<file path="src/hdl/dlc_defs.svh">
`ifndef DLC_DEFS_SVH
`define DLC_DEFS_SVH
// Register offsets on the parallel port
`define DLC_ADDR_RX_CODE     8'h04
`define DLC_ADDR_RX_FIFO     8'h05
`define DLC_ADDR_TX_STATUS   8'h06
`define DLC_ADDR_TX_CODE     8'h07
`define DLC_ADDR_TX_FIFO     8'h08
`define DLC_ADDR_LEGACY_RX   8'h28
`define DLC_ADDR_MATCH_A     8'h29
`define DLC_ADDR_MATCH_B     8'h2a
// Field positions
`define DLC_RXC_LATCHED_BIT  7
`define DLC_RXC_LIVE_BIT     6
`define DLC_TXC_SEND_BIT     7
`define DLC_TXC_SRC_BIT      6
`define DLC_TXS_EMPTY_BIT    2
`define DLC_TXS_FULL_BIT     1
`define DLC_TXS_UNDER_BIT    0
// Reset values
`define DLC_CODE_RESET       6'h3f
`define DLC_BYTE_RESET       8'h00
// Timing
`define DLC_CODE_BITS        6
`define DLC_LEGACY_BITS      8
`define DLC_ONES_LIMIT       5
`endif

</file>
<file path="src/hdl/dlc_pkg.sv">
package dlc_pkg;
   typedef struct packed {
      logic       rd;
      logic       wr;
      logic [7:0] addr;
      logic [7:0] wdata;
   } dlc_host_req_t;
   typedef enum logic [1:0] {dlc_tx_idle, dlc_tx_packet, dlc_tx_code} dlc_tx_state_t;
endpackage

</file>
<file path="src/hdl/dlc_data_link.sv">
`include "dlc_defs.svh"
`timescale 1ns/10ps
`default_nettype none
module dlc_data_link #(
   parameter int DEPTH = 16
) (
   // Clock and reset
   input  wire logic                   sys_clk,
   input  wire logic                   rst_n,
   // Host parallel port
   input  wire dlc_pkg::dlc_host_req_t host_req,
   output logic [7:0]                  host_rdata,
   // Control bits held outside this block; flags and interrupt driven from it
   input  wire logic                   zero_destuff_enable,
   input  wire logic                   legacy_byte_full_mask,
   input  wire logic                   legacy_match_mask,
   output logic                        legacy_byte_full_flag,
   output logic                        legacy_match_flag,
   output logic                        code_change_flag,
   input  wire logic                   legacy_flag_clear,
   output logic                        int_n,
   // Code detector and packet receiver
   input  wire logic                   code_present_now,
   input  wire logic [5:0]             detected_code,
   input  wire logic                   rx_pkt_valid,
   input  wire logic [7:0]             rx_pkt_data,
   output logic                        rx_pkt_ready,
   // Legacy receive bit stream
   input  wire logic                   legacy_bit_strobe,
   input  wire logic                   legacy_bit,
   // Transmit link
   input  wire logic                   tx_bit_strobe,
   input  wire logic                   external_link_data_in,
   input  wire logic                   tx_msg_active,
   output logic                        tx_link_bit
);
   localparam int AW = $clog2(DEPTH);
   // Host strobes and flag clears
   logic rd_rxc, rd_rxf, rd_txs, wr_txc, wr_txf;
   function automatic logic hit(input logic s, input logic [7:0] a, input logic [7:0] off);
      hit = s && (a == off);
   endfunction
   assign rd_rxc = hit(host_req.rd, host_req.addr, `DLC_ADDR_RX_CODE);
   assign rd_rxf = hit(host_req.rd, host_req.addr, `DLC_ADDR_RX_FIFO);
   assign rd_txs = hit(host_req.rd, host_req.addr, `DLC_ADDR_TX_STATUS);
   assign wr_txc = hit(host_req.wr, host_req.addr, `DLC_ADDR_TX_CODE);
   assign wr_txf = hit(host_req.wr, host_req.addr, `DLC_ADDR_TX_FIFO);
   // Receive packet path through the two-entry buffer
   logic       rxb_valid;
   logic [7:0] rxb_data;
   dlc_skid_buffer #(.WIDTH(8)) u_rx_buf (
      .sys_clk  (sys_clk),
      .rst_n    (rst_n),
      .in_valid (rx_pkt_valid),
      .in_data  (rx_pkt_data),
      .in_ready (rx_pkt_ready),
      .out_valid(rxb_valid),
      .out_data (rxb_data),
      .out_ready(rd_rxf)
   );
   // Register state
   logic [5:0] rx_code, tx_code, next_rx_code, next_tx_code;
   logic       code_seen_latched, code_prev, send_code_trigger, link_source_select;
   logic       tx_underrun_flag, next_code_seen_latched, next_code_change_flag;
   logic       next_send_code_trigger, next_link_source_select, next_tx_underrun_flag;
   logic [7:0] legacy_rx_byte, legacy_shift, legacy_match_byte_a, legacy_match_byte_b;
   logic [7:0] next_host_rdata, next_legacy_rx_byte, next_legacy_shift;
   logic [7:0] next_match_a, next_match_b;
   logic [2:0] legacy_cnt, ones_run, next_legacy_cnt, next_ones_run;
   logic       next_byte_full, next_match;
   // Transmit FIFO and serializer state
   logic [7:0]             txq [0:DEPTH-1];
   logic [AW-1:0]          wr_ptr, rd_ptr;
   logic [AW:0]            txq_count;
   logic                   tx_queue_empty, tx_queue_full, tx_bit, next_tx_bit, pop, push;
   dlc_pkg::dlc_tx_state_t tx_state, next_tx_state;
   logic [7:0]             tx_shift, next_tx_shift;
   logic [2:0]             tx_bitcnt, next_tx_bitcnt;
   // Queue flags
   assign tx_queue_empty = (txq_count == '0);
   assign tx_queue_full  = (txq_count == (AW+1)'(DEPTH));
   assign push           = wr_txf && !tx_queue_full;
   always_comb begin
      logic       code_edge;
      logic       byte_done;
      logic [7:0] shifted;
      code_edge              = code_present_now ^ code_prev;
      byte_done              = 1'b0;
      shifted                = legacy_shift;
      next_rx_code           = rx_code;
      next_code_seen_latched = code_seen_latched;
      next_code_change_flag  = code_change_flag;
      next_send_code_trigger = send_code_trigger;
      next_link_source_select = link_source_select;
      next_tx_code           = tx_code;
      next_legacy_rx_byte    = legacy_rx_byte;
      next_legacy_shift      = legacy_shift;
      next_legacy_cnt        = legacy_cnt;
      next_ones_run          = ones_run;
      next_byte_full         = legacy_byte_full_flag;
      next_match             = legacy_match_flag;
      next_match_a           = legacy_match_byte_a;
      next_match_b           = legacy_match_byte_b;
      next_tx_underrun_flag  = tx_underrun_flag;
      // Reads clear first so a same-cycle event wins below
      // clear on read
      if (rd_rxc) begin
         next_code_seen_latched = 1'b0;
         next_code_change_flag  = 1'b0;
      end
      if (rd_txs) begin
         next_tx_underrun_flag = 1'b0;
      end
      if (legacy_flag_clear) begin
         next_byte_full = 1'b0;
         next_match     = 1'b0;
      end
      if (code_present_now) begin
         next_rx_code           = detected_code;
         next_code_seen_latched = 1'b1;
      end
      if (code_edge) begin
         next_code_change_flag = 1'b1;
      end
      if (wr_txc) begin
         next_send_code_trigger  = host_req.wdata[`DLC_TXC_SEND_BIT];
         next_link_source_select = host_req.wdata[`DLC_TXC_SRC_BIT];
         next_tx_code            = host_req.wdata[5:0];
      end
      if (host_req.wr && host_req.addr == `DLC_ADDR_MATCH_A) begin
         next_match_a = host_req.wdata;
      end
      if (host_req.wr && host_req.addr == `DLC_ADDR_MATCH_B) begin
         next_match_b = host_req.wdata;
      end
      // legacy path runs beside the packet path
      if (legacy_bit_strobe) begin
         if (legacy_bit) begin
            next_ones_run = (ones_run == 3'h7) ? ones_run : ones_run + 3'h1;
         end else begin
            next_ones_run = 3'h0;
         end
         // drop stuffed zero; kept after six ones
         if (!(zero_destuff_enable && !legacy_bit && ones_run == 3'(`DLC_ONES_LIMIT))) begin
            // first bit ends up in LSB
            shifted           = {legacy_bit, legacy_shift[7:1]};
            next_legacy_shift = shifted;
            next_legacy_cnt   = legacy_cnt + 3'h1;
            byte_done         = (legacy_cnt == 3'(`DLC_LEGACY_BITS - 1));
         end
      end
      if (byte_done) begin
         // an unread byte is overwritten here
         next_legacy_rx_byte = shifted;
         next_byte_full      = 1'b1;
         if (shifted == legacy_match_byte_a || shifted == legacy_match_byte_b) begin
            next_match = 1'b1;
         end
      end
      if (tx_state == dlc_pkg::dlc_tx_packet && tx_bit_strobe && tx_bitcnt == 3'h7
          && tx_queue_empty && tx_msg_active) begin
         next_tx_underrun_flag = 1'b1;
      end
   end
   // Host read mux; every field, status included, leaves through the host_rdata register
   always_comb begin
      next_host_rdata = 8'h00;
      if (host_req.addr == `DLC_ADDR_RX_CODE) begin
         next_host_rdata = {code_seen_latched, code_present_now, rx_code};
      end else if (host_req.addr == `DLC_ADDR_RX_FIFO) begin
         next_host_rdata = rxb_valid ? rxb_data : 8'h00;
      end else if (host_req.addr == `DLC_ADDR_TX_STATUS) begin
         next_host_rdata = {5'h00, tx_queue_empty, tx_queue_full, tx_underrun_flag};
      end else if (host_req.addr == `DLC_ADDR_TX_CODE) begin
         next_host_rdata = {send_code_trigger, link_source_select, tx_code};
      end else if (host_req.addr == `DLC_ADDR_LEGACY_RX) begin
         next_host_rdata = legacy_rx_byte;
      end else if (host_req.addr == `DLC_ADDR_MATCH_A) begin
         next_host_rdata = legacy_match_byte_a;
      end else if (host_req.addr == `DLC_ADDR_MATCH_B) begin
         next_host_rdata = legacy_match_byte_b;
      end
   end
   // Transmit sequencer: one internal source at a time
   always_comb begin
      logic send_edge;
      // zero-to-one written to the send bit
      send_edge      = wr_txc && host_req.wdata[`DLC_TXC_SEND_BIT] && !send_code_trigger;
      next_tx_state  = tx_state;
      next_tx_shift  = tx_shift;
      next_tx_bitcnt = tx_bitcnt;
      next_tx_bit    = tx_bit;
      pop            = 1'b0;
      case (tx_state)
         dlc_pkg::dlc_tx_idle: begin
            next_tx_bit = 1'b1;
            if (send_edge) begin
               next_tx_state  = dlc_pkg::dlc_tx_code;
               next_tx_shift  = {2'h0, host_req.wdata[5:0]};
               next_tx_bitcnt = 3'h0;
            end else if (!tx_queue_empty) begin
               next_tx_state  = dlc_pkg::dlc_tx_packet;
               next_tx_shift  = txq[rd_ptr];
               next_tx_bitcnt = 3'h0;
               pop            = 1'b1;
            end
         end
         dlc_pkg::dlc_tx_packet: begin
            if (tx_bit_strobe) begin
               next_tx_bit    = tx_shift[0];
               next_tx_shift  = {1'b0, tx_shift[7:1]};
               next_tx_bitcnt = tx_bitcnt + 3'h1;
               if (tx_bitcnt == 3'h7) begin
                  if (!tx_queue_empty) begin
                     next_tx_shift = txq[rd_ptr];
                     pop           = 1'b1;
                  end else if (tx_msg_active) begin
                     next_tx_shift = 8'hff;
                  end else begin
                     next_tx_state = dlc_pkg::dlc_tx_idle;
                  end
               end
            end
         end
         dlc_pkg::dlc_tx_code: begin
            if (tx_bit_strobe) begin
               next_tx_bit    = tx_shift[0];
               next_tx_shift  = {1'b0, tx_shift[7:1]};
               next_tx_bitcnt = tx_bitcnt + 3'h1;
               if (tx_bitcnt == 3'(`DLC_CODE_BITS - 1)) begin
                  next_tx_state = dlc_pkg::dlc_tx_idle;
               end
            end
         end
         default: next_tx_state = dlc_pkg::dlc_tx_idle;
      endcase
   end
   assign tx_link_bit = link_source_select ? tx_bit : external_link_data_in;
   // byte-full gated by mask; match gated too
   assign int_n = !((legacy_byte_full_flag && legacy_byte_full_mask)
                    || (legacy_match_flag && legacy_match_mask));
   always_ff @(posedge sys_clk) begin
      if (!rst_n) begin
         host_rdata            <= 8'h00;
         rx_code               <= `DLC_CODE_RESET;
         code_seen_latched     <= 1'b0;
         code_prev             <= 1'b0;
         code_change_flag      <= 1'b0;
         send_code_trigger     <= 1'b0;
         link_source_select    <= 1'b0;
         tx_code               <= 6'h00;
         tx_underrun_flag      <= 1'b0;
         legacy_rx_byte        <= `DLC_BYTE_RESET;
         legacy_shift          <= `DLC_BYTE_RESET;
         legacy_cnt            <= 3'h0;
         ones_run              <= 3'h0;
         legacy_byte_full_flag <= 1'b0;
         legacy_match_flag     <= 1'b0;
         legacy_match_byte_a   <= `DLC_BYTE_RESET;
         legacy_match_byte_b   <= `DLC_BYTE_RESET;
         tx_state              <= dlc_pkg::dlc_tx_idle;
         tx_shift              <= 8'h00;
         tx_bitcnt             <= 3'h0;
         tx_bit                <= 1'b1;
         wr_ptr                <= '0;
         rd_ptr                <= '0;
         txq_count             <= '0;
      end else begin
         host_rdata            <= next_host_rdata;
         rx_code               <= next_rx_code;
         code_seen_latched     <= next_code_seen_latched;
         code_prev             <= code_present_now;
         code_change_flag      <= next_code_change_flag;
         send_code_trigger     <= next_send_code_trigger;
         link_source_select    <= next_link_source_select;
         tx_code               <= next_tx_code;
         tx_underrun_flag      <= next_tx_underrun_flag;
         legacy_rx_byte        <= next_legacy_rx_byte;
         legacy_shift          <= next_legacy_shift;
         legacy_cnt            <= next_legacy_cnt;
         ones_run              <= next_ones_run;
         legacy_byte_full_flag <= next_byte_full;
         legacy_match_flag     <= next_match;
         legacy_match_byte_a   <= next_match_a;
         legacy_match_byte_b   <= next_match_b;
         tx_state              <= next_tx_state;
         tx_shift              <= next_tx_shift;
         tx_bitcnt             <= next_tx_bitcnt;
         tx_bit                <= next_tx_bit;
         if (push) begin
            txq[wr_ptr] <= host_req.wdata;
            wr_ptr <= AW'((32'(wr_ptr) + 1) % DEPTH);
         end
         if (pop) begin
            rd_ptr <= AW'((32'(rd_ptr) + 1) % DEPTH);
         end
         txq_count <= txq_count + {{AW{1'b0}}, push} - {{AW{1'b0}}, pop};
      end
   end
endmodule // dlc_data_link
`default_nettype wire

</file>
<file path="src/hdl/dlc_skid_buffer.sv">
`timescale 1ns/10ps
`default_nettype none
module dlc_skid_buffer #(
   parameter int WIDTH = 8
) (
   // Clock and reset
   input  wire logic             sys_clk,
   input  wire logic             rst_n,
   // Fill side
   input  wire logic             in_valid,
   input  wire logic [WIDTH-1:0] in_data,
   output logic                  in_ready,
   // Drain side
   output logic                  out_valid,
   output logic [WIDTH-1:0]      out_data,
   input  wire logic             out_ready
);
   logic [WIDTH-1:0] slot [0:1];
   logic [WIDTH-1:0] next_slot [0:1];
   logic [1:0]       count;
   logic [1:0]       next_count;

   assign in_ready  = (count != 2'h2);
   assign out_valid = (count != 2'h0);
   assign out_data  = slot[0];

   always_comb begin
      logic pop;
      logic push;
      pop          = out_valid && out_ready;
      push         = in_valid && in_ready;
      next_slot[0] = slot[0];
      next_slot[1] = slot[1];
      next_count   = count;
      if (pop) begin
         next_slot[0] = slot[1];
      end
      if (push) begin
         if ((count == 2'h0) || (count == 2'h1 && pop)) begin
            next_slot[0] = in_data;
         end else begin
            next_slot[1] = in_data;
         end
      end
      next_count = count + {1'b0, push} - {1'b0, pop};
   end

   always_ff @(posedge sys_clk) begin
      if (!rst_n) begin
         count   <= 2'h0;
         slot[0] <= '0;
         slot[1] <= '0;
      end else begin
         count   <= next_count;
         slot[0] <= next_slot[0];
         slot[1] <= next_slot[1];
      end
   end
endmodule // dlc_skid_buffer
`default_nettype wire

</file>
<file path="config.mk">
export PLATFORM = sky130hd
export DESIGN_NAME = dlc_data_link
export DESIGN_NICKNAME = d
export VERILOG_FILES = /design/src/hdl/dlc_pkg.sv /design/src/hdl/dlc_data_link.sv /design/src/hdl/dlc_skid_buffer.sv
export VERILOG_INCLUDE_DIRS = /design/src /design/src/hdl
export SDC_FILE = /design/constraint.sdc
export NUM_CORES = 1
export LEC_CHECK = 0
export BUFFER_PORTS_ARGS = -buffer_cell sky130_fd_sc_hd__buf_2
export CAP_MARGIN = 5
export CORE_MARGIN = 2
export CORE_UTILIZATION = 29
export CTS_CLUSTER_SIZE = 8
export DETAILED_ROUTE_END_ITERATION = 16
export PLACE_DENSITY = 0.5
export SYNTH_ARGS = -nofsm -noshare
export SYNTH_HDL_FRONTEND = slang
export SYNTH_SLANG_ARGS = --single-unit
</file>
<file path="constraint.sdc">
create_clock -name sys_clk -period 7.6 [get_ports sys_clk]
set_input_delay 1.52 -clock sys_clk [delete_from_list [all_inputs] [get_ports sys_clk]]
set_output_delay 1.52 -clock sys_clk [all_outputs]
set_load 0.01 [all_outputs]
</file>
# Yosys cells after proc, flatten, opt, wreduce, memory -nomap -nowiden
# Memories as Yosys holds them, arrays and structs flattened. A register that Yosys moved wholly into a read port is not among the register bits.
# Cells that the tools add are included.
# totals
inputBits	45
wordCells	180
mem_bits_rw	144
regBits	95
output_inout_bits	14
memories	2
# memory_table
name	words	width	read_ports	rd_clocked_by_memory_dff	wr	line_no	text
txq	16	8	1	1	1	dlc_data_link.sv:72	logic [7:0] txq [0:DEPTH-1];
u_rx_buf.slot	2	8	2	0	2	dlc_skid_buffer.sv:18	logic [WIDTH-1:0] slot [0:1];
# op_classes
bitwise_logic	4
muxes	66
reduce_logical	45
eq_ne	29
addsub	9
# ops
cell	n
$mux W8	22
$eq A8 B3 Y1 const B	4
$eq A8 B6 Y1 const B	3
$pmux W8 S3	1
$mux W1	23
$logic_and A1 B1 Y1	21
$eq A8 B8 Y1	2
$mux W16	1
$mux W2	8
$eq A3 B3 Y1 const B	5
$mux W3	5
$ne A2 B2 Y1 const B	7
$reduce_bool A2 Y1	6
$add A3 B1 Y3 const B	3
$add A4 B1 Y4 const B	2
$eq A8 B4 Y1 const B	1
$mux W4	2
$reduce_and A7 Y1	1
$pmux W2 S3	1
$pmux W3 S2	1
$reduce_and A2 Y1	3
$add A5 B1 Y5	1
$eq A5 B5 Y1 const B	1
$logic_not A5 Y1	1
18 further kinds	28

# Longest topological paths before layout
# Gate-level depths: netlist of the first run.
# depth
ltp_word	9
mapped_depth	13
ltp_nobuf	13

# Modules after synthesis
# From an unflattened synthesis of the first run, not the netlist that was laid out.
# hier_totals
hier_cells	907
area_unflattened_um2	10925.5
# modules_own_cells
mod	area_per_inst_um2	cells_each	n_inst	seq_area_each_um2
dlc_data_link	9925.8	794	1	5785.5
dlc_skid_buffer	999.7	113	1	360.3

# Worst setup path before layout of the first run
# No wires, ideal clock.
# synth_path
kind	input to register
startpoint	in host_req[15] in the netlist's numbering
endpoint	reg txq_count[4]
cell_stages	12
slack_ps	3085
arrival_time_ps	4445
setup_ps	70
cell_sequence	or4_1 -> buf_2 -> o41ai_1 -> a21oi_1 -> ha_1 -> inv_1 -> ha_1 -> fa_1 -> a21oi_1 -> nor2_1 -> or3_1 -> a21oi_1
# synth_between
elab_chain_cells	7
word_cells_on_any_way	11
cone_classes	add/sub: 2; eq/ne: 2; mux: 2; reduce/logical: 5
# synth_lines
item	line_no	text
from (decl)	dlc_data_link.sv:11	input wire dlc_pkg::dlc_host_req_t host_req,
branches (longest 6 deep; another with $add A5 B1 Y5)	--	
$sub A5 B1 Y5 *	dlc_data_link.sv:297	txq_count <= txq_count + {{AW{1'b0}}, push} - {{AW{1'b0}}, pop};
to (signal assigned)	dlc_data_link.sv:297	
to (decl)	dlc_data_link.sv:74	logic [AW:0] txq_count;
# Every way passes the cells marked *.
# A chain may end at the register's enable or synchronous reset.

# Final worst setup path of the first run
# layout_path
startpoint	in host_req[8] in the netlist's numbering
endpoint	reg txq_count[4]
# The elaborated chain is that of the path after synthesis.

==> out/metrics.yaml, run 1 <==
track_usage: 0.1413
crit_path_top_delay_cell: "sky130_fd_sc_hd__nor4_2"
grt_setup_unrepaired: "no"
cp_data_arrival_time_ps: 5130
worstSkewPairLatency_ps: 520
flow.area_growth_from_synthesis_pct: 16.42
crit_fanout: 15
initial_core_util: 0.2962
routed_wl_um: 26730
critPathTopFamily: "simple AND/OR/NAND/NOR gates"
crit_required_ps: 8030
synthesis.area_per_instance_um2: 12.32
via_count_of_the_first_global_routing_pass: 6984
placed_cells: 1344
cts-root-buf: "sky130_fd_sc_hd__clkbuf_16"
period_needed_ps: 4702
detail_route.iter0.violations: 467
grt_max_degree: 56
stdcell_area_mm2: 0.01232
die-width_um: 195.1
dp_hpwl_um: 17970
dpl_worst_slack_ps: 2398
relSlewSlack: 0.1962
insertedDiodeCount: 0
cts_resized: 0
synth.yosys.seq_area_share: 0.5805
area_leader_netlist: "sky130_fd_sc_hd__edfxtp_1"
fp.dieArea_mm2: 0.03805
clock_edge_transition_at_the_registers_on_the_reported_setup_and_hold_paths_ps: 50
post-route-util: 0.3448
cts_hold_repair.buffers: 0
total_power_mw: 3.638
ys_types: 72
synthesized_area_mm2: 0.01059
cp_cell_sequence: "buf_2 > or4b_2 > nor4_2 > inv_1 > ha_1 > inv_1 > ha_1 > fa_1 > a21oi_1 > nor2_1 > or3_1 > a21oi_1"
global_route_wire_length_before_repair_um: 41390
drc: 0
nets: 993
stdcell_count: 1394
drt-wirelength-per-cell_um: 19.17
postCtsSetupRepairBufs: 0
fp.coreArea_mm2: 0.03574
synthCells: 859
final_max_slew_viol_count: 0
buffer_ports.inserted: 58
slew_at_the_pin_closest_to_its_max_slew_limit_ps: 1196
floorplan.die.height_um: 195.1
power_density_mw_per_mm2: 295.2
total_number_of_placement_rows: 69
antenna_found_initial: 1
finalSetupTns_ps: 0
critical-path-max-stage-delay_ps: 820
synth-async-reset-ratio: 0
ys_ff_latch: 243
criticalPathCategory: "input port to register"
dr.pass1.iters: 5
gpl.final_weighted_congestion: 0.7926
fillCellCount: 3569
net_count_after_synthesis: 931
vdd_ir_drop_max_uv: 121.9
post_route_cells_drive_above_1_share: 0.1693
kind_of_end_point_of_the_critical_path: "register"
hold_viol: 0
clock_skew_ps: 23.27
startpoint_type: "input port"
routed_via_density: 5.019
holdCritPathClass: "register to register"
num_vias: 6997
fmaxAchievable_mhz: 212.7
h-tree-depth: 2
cp.buffers_inverters: 3
run_status: "finished, final reports clean"
period_share: 0.6186
number_of_buffers_added_by_the_clock_tree_synthesis_step: 36
ios: 59
cts.sinks: 243
postPlaceCellArea_mm2: 0.01134
synth.top_cell.area_share: 0.3631
overall_overflow_remaining_after_global_route: 0
synth_edf_count: 128
ant_nets: 0
clock_tree.buffer_depth: 3
fin_worst_hold_slack_ps: 461.9
yosysWarningCount: 0
most_area_consuming_cells_after_synthesis: "sky130_fd_sc_hd__edfxtp_1 36%, sky130_fd_sc_hd__dfxtp_1 22%, sky130_fd_sc_hd__mux4_2 7.9%"
yosys_most_used_dff: "sky130_fd_sc_hd__edfxtp_1"
setup_viol: 0
max_cap_violations: 0
cts_tree: "built"
p_leak_nw: 4.519
finalWorstSetupSlack_ps: 2898
-- Yosys cell counts (8+ instances only) --
library cell	count
sky130_fd_sc_hd__nor4_1	8
sky130_fd_sc_hd__nor2_1	89
sky130_fd_sc_hd__inv_1	29
sky130_fd_sc_hd__ha_1	26
sky130_fd_sc_hd__edfxtp_1	128
sky130_fd_sc_hd__nand2b_1	9
sky130_fd_sc_hd__o211ai_1	9
sky130_fd_sc_hd__clkbuf_1	28
sky130_fd_sc_hd__xnor2_1	14
sky130_fd_sc_hd__nand3_1	16
sky130_fd_sc_hd__a221oi_1	10
sky130_fd_sc_hd__mux2i_1	62
sky130_fd_sc_hd__mux4_2	37
sky130_fd_sc_hd__nand2_1	67
sky130_fd_sc_hd__a21oi_1	44
sky130_fd_sc_hd__nor3_1	15
sky130_fd_sc_hd__o21ai_0	35
sky130_fd_sc_hd__dfxtp_1	115
-- logic make-up (layout without fill, tap and decap cells) --
group / Yosys count / count (layout) / share of synthesized area
and+or+nand+nor: 252 / 252 / 0.1163
DFF: 243 / 243 / 0.5805
AOI/OAI and AO/OA: 147 / 147 / 0.08876
muxes: 102 / 102 / 0.1405
buffers and inverters: 68 / 142 / 0.02470
adders and majority gates: 27 / 27 / 0.03262
xor gates and xnor gates: 20 / 20 / 0.01655
-- report_power, final --
| group | leakage [nW] | internal [mW] | switching [mW] |
|---|---|---|---|
| sequential | 2.09 | 1.44 | 0.0818 |
| clock | 0.478 | 0.865 | 0.545 |
| combinational | 1.95 | 0.326 | 0.375 |
-- final timing paths --
kind                        endpoint  cells past startpoint  slack, ps                     from
max          txq_count[4]$_SDFF_PN0_                     12       2900              host_req[8]
min          rx_code[1]$_SDFFE_PN1P_                      2        460  rx_code[1]$_SDFFE_PN1P_
max reg2reg  txq_count[4]$_SDFF_PN0_                     13       4120  txq_count[2]$_SDFF_PN0_
min reg2reg  rx_code[1]$_SDFFE_PN1P_                      2        460  rx_code[1]$_SDFFE_PN1P_
-- area by class of cell --
cell class / instances / area, µm² / area share
multi-input combinational: 548 / 4185 / 0.3396
tap: 461 / 576.8 / 0.04680
clock buffer: 47 / 952.2 / 0.07726
inverter: 30 / 112.6 / 0.009137
clock inverter: 3 / 30.03 / 0.002437
timing repair buffer: 62 / 320.3 / 0.02599
sequential: 243 / 6147 / 0.4988
-- tightest hold or removal path, stage by stage (launching register included) --
cell and delay, ps:
sky130_fd_sc_hd__dfxtp_1 310, sky130_fd_sc_hd__mux2i_1 60, sky130_fd_sc_hd__nand2_1 60
-- state kept, by name, indices dropped and copies added (netlist names), 2 cells and up, named ones only --
signal,cells
txq,128
u_rx_buf.slot,16
host_rdata,8
legacy_match_byte_a,8
legacy_match_byte_b,8
legacy_rx_byte,8
legacy_shift,8
tx_shift,8
rx_code,6
tx_code,6
txq_count,5
rd_ptr,4
wr_ptr,4
legacy_cnt,3
ones_run,3
tx_bitcnt,3
tx_state,2
u_rx_buf.count,2
-- cells in the final DEF, fill, tap and decap left out, types with 7 or more instances in the layout --
cell type / netlist / layout
sky130_fd_sc_hd__xnor2_1: 14 / 14
sky130_fd_sc_hd__nor3_1: 15 / 15
sky130_fd_sc_hd__edfxtp_1: 128 / 128
sky130_fd_sc_hd__a21oi_1: 44 / 44
sky130_fd_sc_hd__nor2_1: 89 / 89
sky130_fd_sc_hd__mux4_2: 37 / 37
sky130_fd_sc_hd__a22oi_1: 7 / 7
sky130_fd_sc_hd__a221oi_1: 10 / 10
sky130_fd_sc_hd__inv_1: 29 / 29
sky130_fd_sc_hd__clkbuf_1: 28 / 10
sky130_fd_sc_hd__buf_2: 5 / 58
sky130_fd_sc_hd__o21ai_0: 35 / 35
sky130_fd_sc_hd__dfxtp_1: 115 / 114
sky130_fd_sc_hd__nand2b_1: 9 / 9
sky130_fd_sc_hd__nand3_1: 16 / 16
sky130_fd_sc_hd__nand2_1: 67 / 67
sky130_fd_sc_hd__nor4_1: 8 / 8
sky130_fd_sc_hd__ha_1: 26 / 26
sky130_fd_sc_hd__o211ai_1: 9 / 9
sky130_fd_sc_hd__clkbuf_16: 0 / 36
sky130_fd_sc_hd__mux2i_1: 62 / 62
-- layer usage --
| layer | vias to the layer above | wire (µm) | GRT usage | part of all wire |
|---|---|---|---|---|
| li1 | 3336 | - | - | - |
| met1 | 3480 | 12290 | 0.1915 | 0.46 |
| met2 | 141 | 12920 | 0.2325 | 0.48 |
| met3 | 38 | 1036 | 0.02366 | 0.039 |
| met4 | 2 | 463 | 0.04184 | 0.017 |
| met5 | - | 11 | 0 | 0.00041 |
(Power assumes the default switching activity.)
==> inputs of run 2 (changes only) <==
- PLACE_DENSITY: 0.5 -> 0.51
- clock period: 7.6 -> 3.8 ns (I/O delays scaled with it)
==> run 2 against run 1 <==
Net effect:
- count of clock-buffer cells in the layout increased by 4
- utilization increased by 0.77 points
- critical path depth unchanged
- combinational power increased by 110%
- die area unchanged
==> out/metrics.yaml, run 2 (synthesis gave the netlist of run 1 again) <==
run_status: "finished, final reports clean"  # unchanged
flow.area_growth_from_synthesis_pct: 19.03  # was 16.42%
finalSetupTns_ps: 0  # unchanged
grt_setup_unrepaired: "no"  # unchanged
largest_reg_flops: 128  # unchanged
max_cap_violations: 0  # unchanged
antenna_found_initial: 2  # was 1
placed_cells: 1379  # was 1344
worst_r2r_startpoint: "send_code_trigger$_SDFFE_PN0N_"  # was txq_count[2]$_SDFF_PN0_
insertedDiodeCount: 0  # unchanged
startpoint_type: "input port"  # unchanged
holdCritPathClass: "register to register"  # unchanged
floorplan.die.height_um: 195.1  # unchanged
cts_hold_repair.buffers: 0  # unchanged
stdcell_area_mm2: 0.01260  # was 0.01232 mm²
layout.cells.most_common: "sky130_fd_sc_hd__edfxtp_1"  # unchanged
via_count_of_the_first_global_routing_pass: 7109  # was 6984
ios: 59  # unchanged
drt-wirelength-per-cell_um: 18.89  # was 19.17 µm
total_power_mw: 7.345  # was 3.638 mW
nets: 1028  # was 993
post_route_cells_drive_above_1_share: 0.1977  # was 0.1693
num_vias: 7085  # was 6997
cts.sinks: 243  # unchanged
buffer_ports.inserted: 58  # unchanged
fin_worst_hold_slack_ps: 463.6  # was 461.9 ps
clock_tree.buffer_depth: 3  # unchanged
hold_viol: 0  # unchanged
clock_edge_transition_at_the_registers_on_the_reported_setup_and_hold_paths_ps: 50  # about the same
crit_path_top_delay_cell: "sky130_fd_sc_hd__or4_1"  # was sky130_fd_sc_hd__nor4_2
clock_skew_ps: 19.84  # was 23.27 ps
period_needed_ps: 3318
ant_nets: 0  # unchanged
stdcell_count: 1432  # was 1394
global_route_wire_length_before_repair_um: 42300  # was 41390 µm
total_number_of_placement_rows: 69  # unchanged
drc: 0  # unchanged
finalWorstSetupSlack_ps: 482.4  # was 2898 ps
vdd_ir_drop_max_uv: 276.0  # was 121.9 µV
initial_core_util: 0.2962  # unchanged
kind_of_end_point_of_the_critical_path: "register"  # unchanged
cp_data_arrival_time_ps: 3760  # was 5130 ps
dp_hpwl_um: 18340  # was 17970 µm
grt_busiest_layer: "met2"  # unchanged
fp.coreArea_mm2: 0.03574  # unchanged
reg2reg_to: "txq_count[4]$_SDFF_PN0_"  # unchanged
crit_required_ps: 4240  # was 8030 ps
postPlaceCellArea_mm2: 0.01160  # was 0.01134 mm²
postCtsSetupRepairBufs: 0  # unchanged
groute.layer.met3.usage: 0.02401  # was 0.02366
relSlewSlack: 0.4167  # was 0.1962
period_share: 0.8730
critical-path-max-stage-delay_ps: 580  # was 820 ps
slew_at_the_pin_closest_to_its_max_slew_limit_ps: 868.2  # was 1196 ps
final_max_slew_viol_count: 0  # unchanged
h-tree-depth: 2  # unchanged
worstSkewPairLatency_ps: 520  # about the same
die-width_um: 195.1  # unchanged
detail_route.iter0.violations: 571  # was 467
cts_resized: 0  # unchanged
r2r_slack_ps: 910  # was 4120 ps
fp.dieArea_mm2: 0.03805  # unchanged
gpl.final_weighted_congestion: 0.7624  # was 0.7926
routed_wl_um: 27060  # was 26730 µm
hold_path_end: "rx_code[2]$_SDFFE_PN1P_"  # was rx_code[1]$_SDFFE_PN1P_
cts-root-buf: "sky130_fd_sc_hd__clkbuf_16"  # unchanged
post-route-util: 0.3526  # was 0.3448
routed_via_density: 4.948  # was 5.019
fmaxAchievable_mhz: 301.4
layout.cells.most_common_list: "128 x sky130_fd_sc_hd__edfxtp_1, 114 x sky130_fd_sc_hd__dfxtp_1, 89 x sky130_fd_sc_hd__nor2_1, 67 x sky130_fd_sc_hd__nand2_1, 62 x sky130_fd_sc_hd__mux2i_1"  # unchanged
crit_fanout: 3  # was 15
overall_overflow_remaining_after_global_route: 0  # unchanged
largestRegisters: "txq: 128 flops, u_rx_buf.slot: 16 flops"  # unchanged
worst-r2r-cell-count: 11  # was 13
power_density_mw_per_mm2: 582.9  # was 295.2 mW/mm²
number_of_buffers_added_by_the_clock_tree_synthesis_step: 36  # unchanged
criticalPathCategory: "input port to register"  # unchanged
use_met1: 0.2010  # was 0.1915
grt_max_degree: 51  # was 56
setup_viol: 0  # unchanged
timing.hold.worst.start: "rx_code[2]$_SDFFE_PN1P_"  # was rx_code[1]$_SDFFE_PN1P_
p_leak_nw: 4.702  # was 4.519 nW
hold-path-cell-count: 2  # unchanged
max_flop_register: "txq"  # unchanged
track_usage: 0.1436  # was 0.1413
global_route.usage.met2: 0.2290  # was 0.2325
dpl_worst_slack_ps: -63.04  # was 2398 ps
dr.pass1.iters: 5  # unchanged
cts_tree: "built"  # unchanged
cp_cell_sequence: "buf_2 > or4_1 > o41ai_1 > a21oi_1 > ha_1 > inv_1 > ha_1 > fa_1 > a21oi_1 > nor2_1 > or3_1 > a21oi_1"  # was buf_2 > or4b_2 > nor4_2 > inv_1 > ha_1 > inv_1 > ha_1 > fa_1 > a21oi_1 > nor2_1 > or3_1 > a21oi_1
cp_common_cell: "sky130_fd_sc_hd__a21oi_1"
run 2: changes by cell type in the layout (fill, tap and decap cells not counted):
| cell | change |
|---|---|
| sky130_fd_sc_hd__clkbuf_16 | +1 |
| sky130_fd_sc_hd__buf_4 | +35 |
| sky130_fd_sc_hd__clkinv_2 | -1 |
| sky130_fd_sc_hd__inv_6 | +1 |
| sky130_fd_sc_hd__clkbuf_1 | +4 |
| sky130_fd_sc_hd__clkinv_8 | -1 |
| sky130_fd_sc_hd__clkbuf_8 | -1 |
run 2: worst max-delay path, delay by kind of cell:
family / cells / cell delay [ps]
buf+inv: 2 / 160
simple gates: 3 / 980
compound gates: 4 / 960
fa+ha+maj: 3 / 900
run 2: final cells by class:
type                            count  area (µm²)
Fill cell                        3563       23140
Clock buffer                       51       978.4
Sequential cell                   243        6147
Multi-Input combinational cell    548        4185
Clock inverter                      2       17.52
Inverter                           30       112.6
Timing Repair Buffer               97       583.1
Tap cell                          461       576.8
run 2: layer usage:
layer	wire, µm	up-vias
met5	11	-
met4	479	2
met3	1052	37
met2	12740	144
met1	12770	3498
li1	-	3404
run 2: power breakdown:
| group | total [mW] | internal (mW) | switching [mW] |
|---|---|---|---|
| Sequential | 3.00 | 2.89 | 0.114 |
| Combinational | 1.49 | 0.683 | 0.803 |
| Clock | 2.86 | 1.76 | 1.09 |
| Total | 7.35 | 5.33 | 2.01 |
run 2: how the worst max path moves through the flow:
stage | from | endpoint | slack, ps | depth (start not counted)
after global routing | host_req[15] | txq_count[4]$_SDFF_PN0_ | 380 | 12
after global placement | host_req[15] | txq_count[4]$_SDFF_PN0_ | -9 | 12
final | host_req[15] | txq_count[4]$_SDFF_PN0_ | 480 | 12
after detailed placement | host_req[15] | txq_count[4]$_SDFF_PN0_ | -60 | 12
after CTS | host_req[15] | txq_count[4]$_SDFF_PN0_ | 460 | 12
after floorplan | host_req[15] | txq_count[4]$_SDFF_PN0_ | 40 | 12
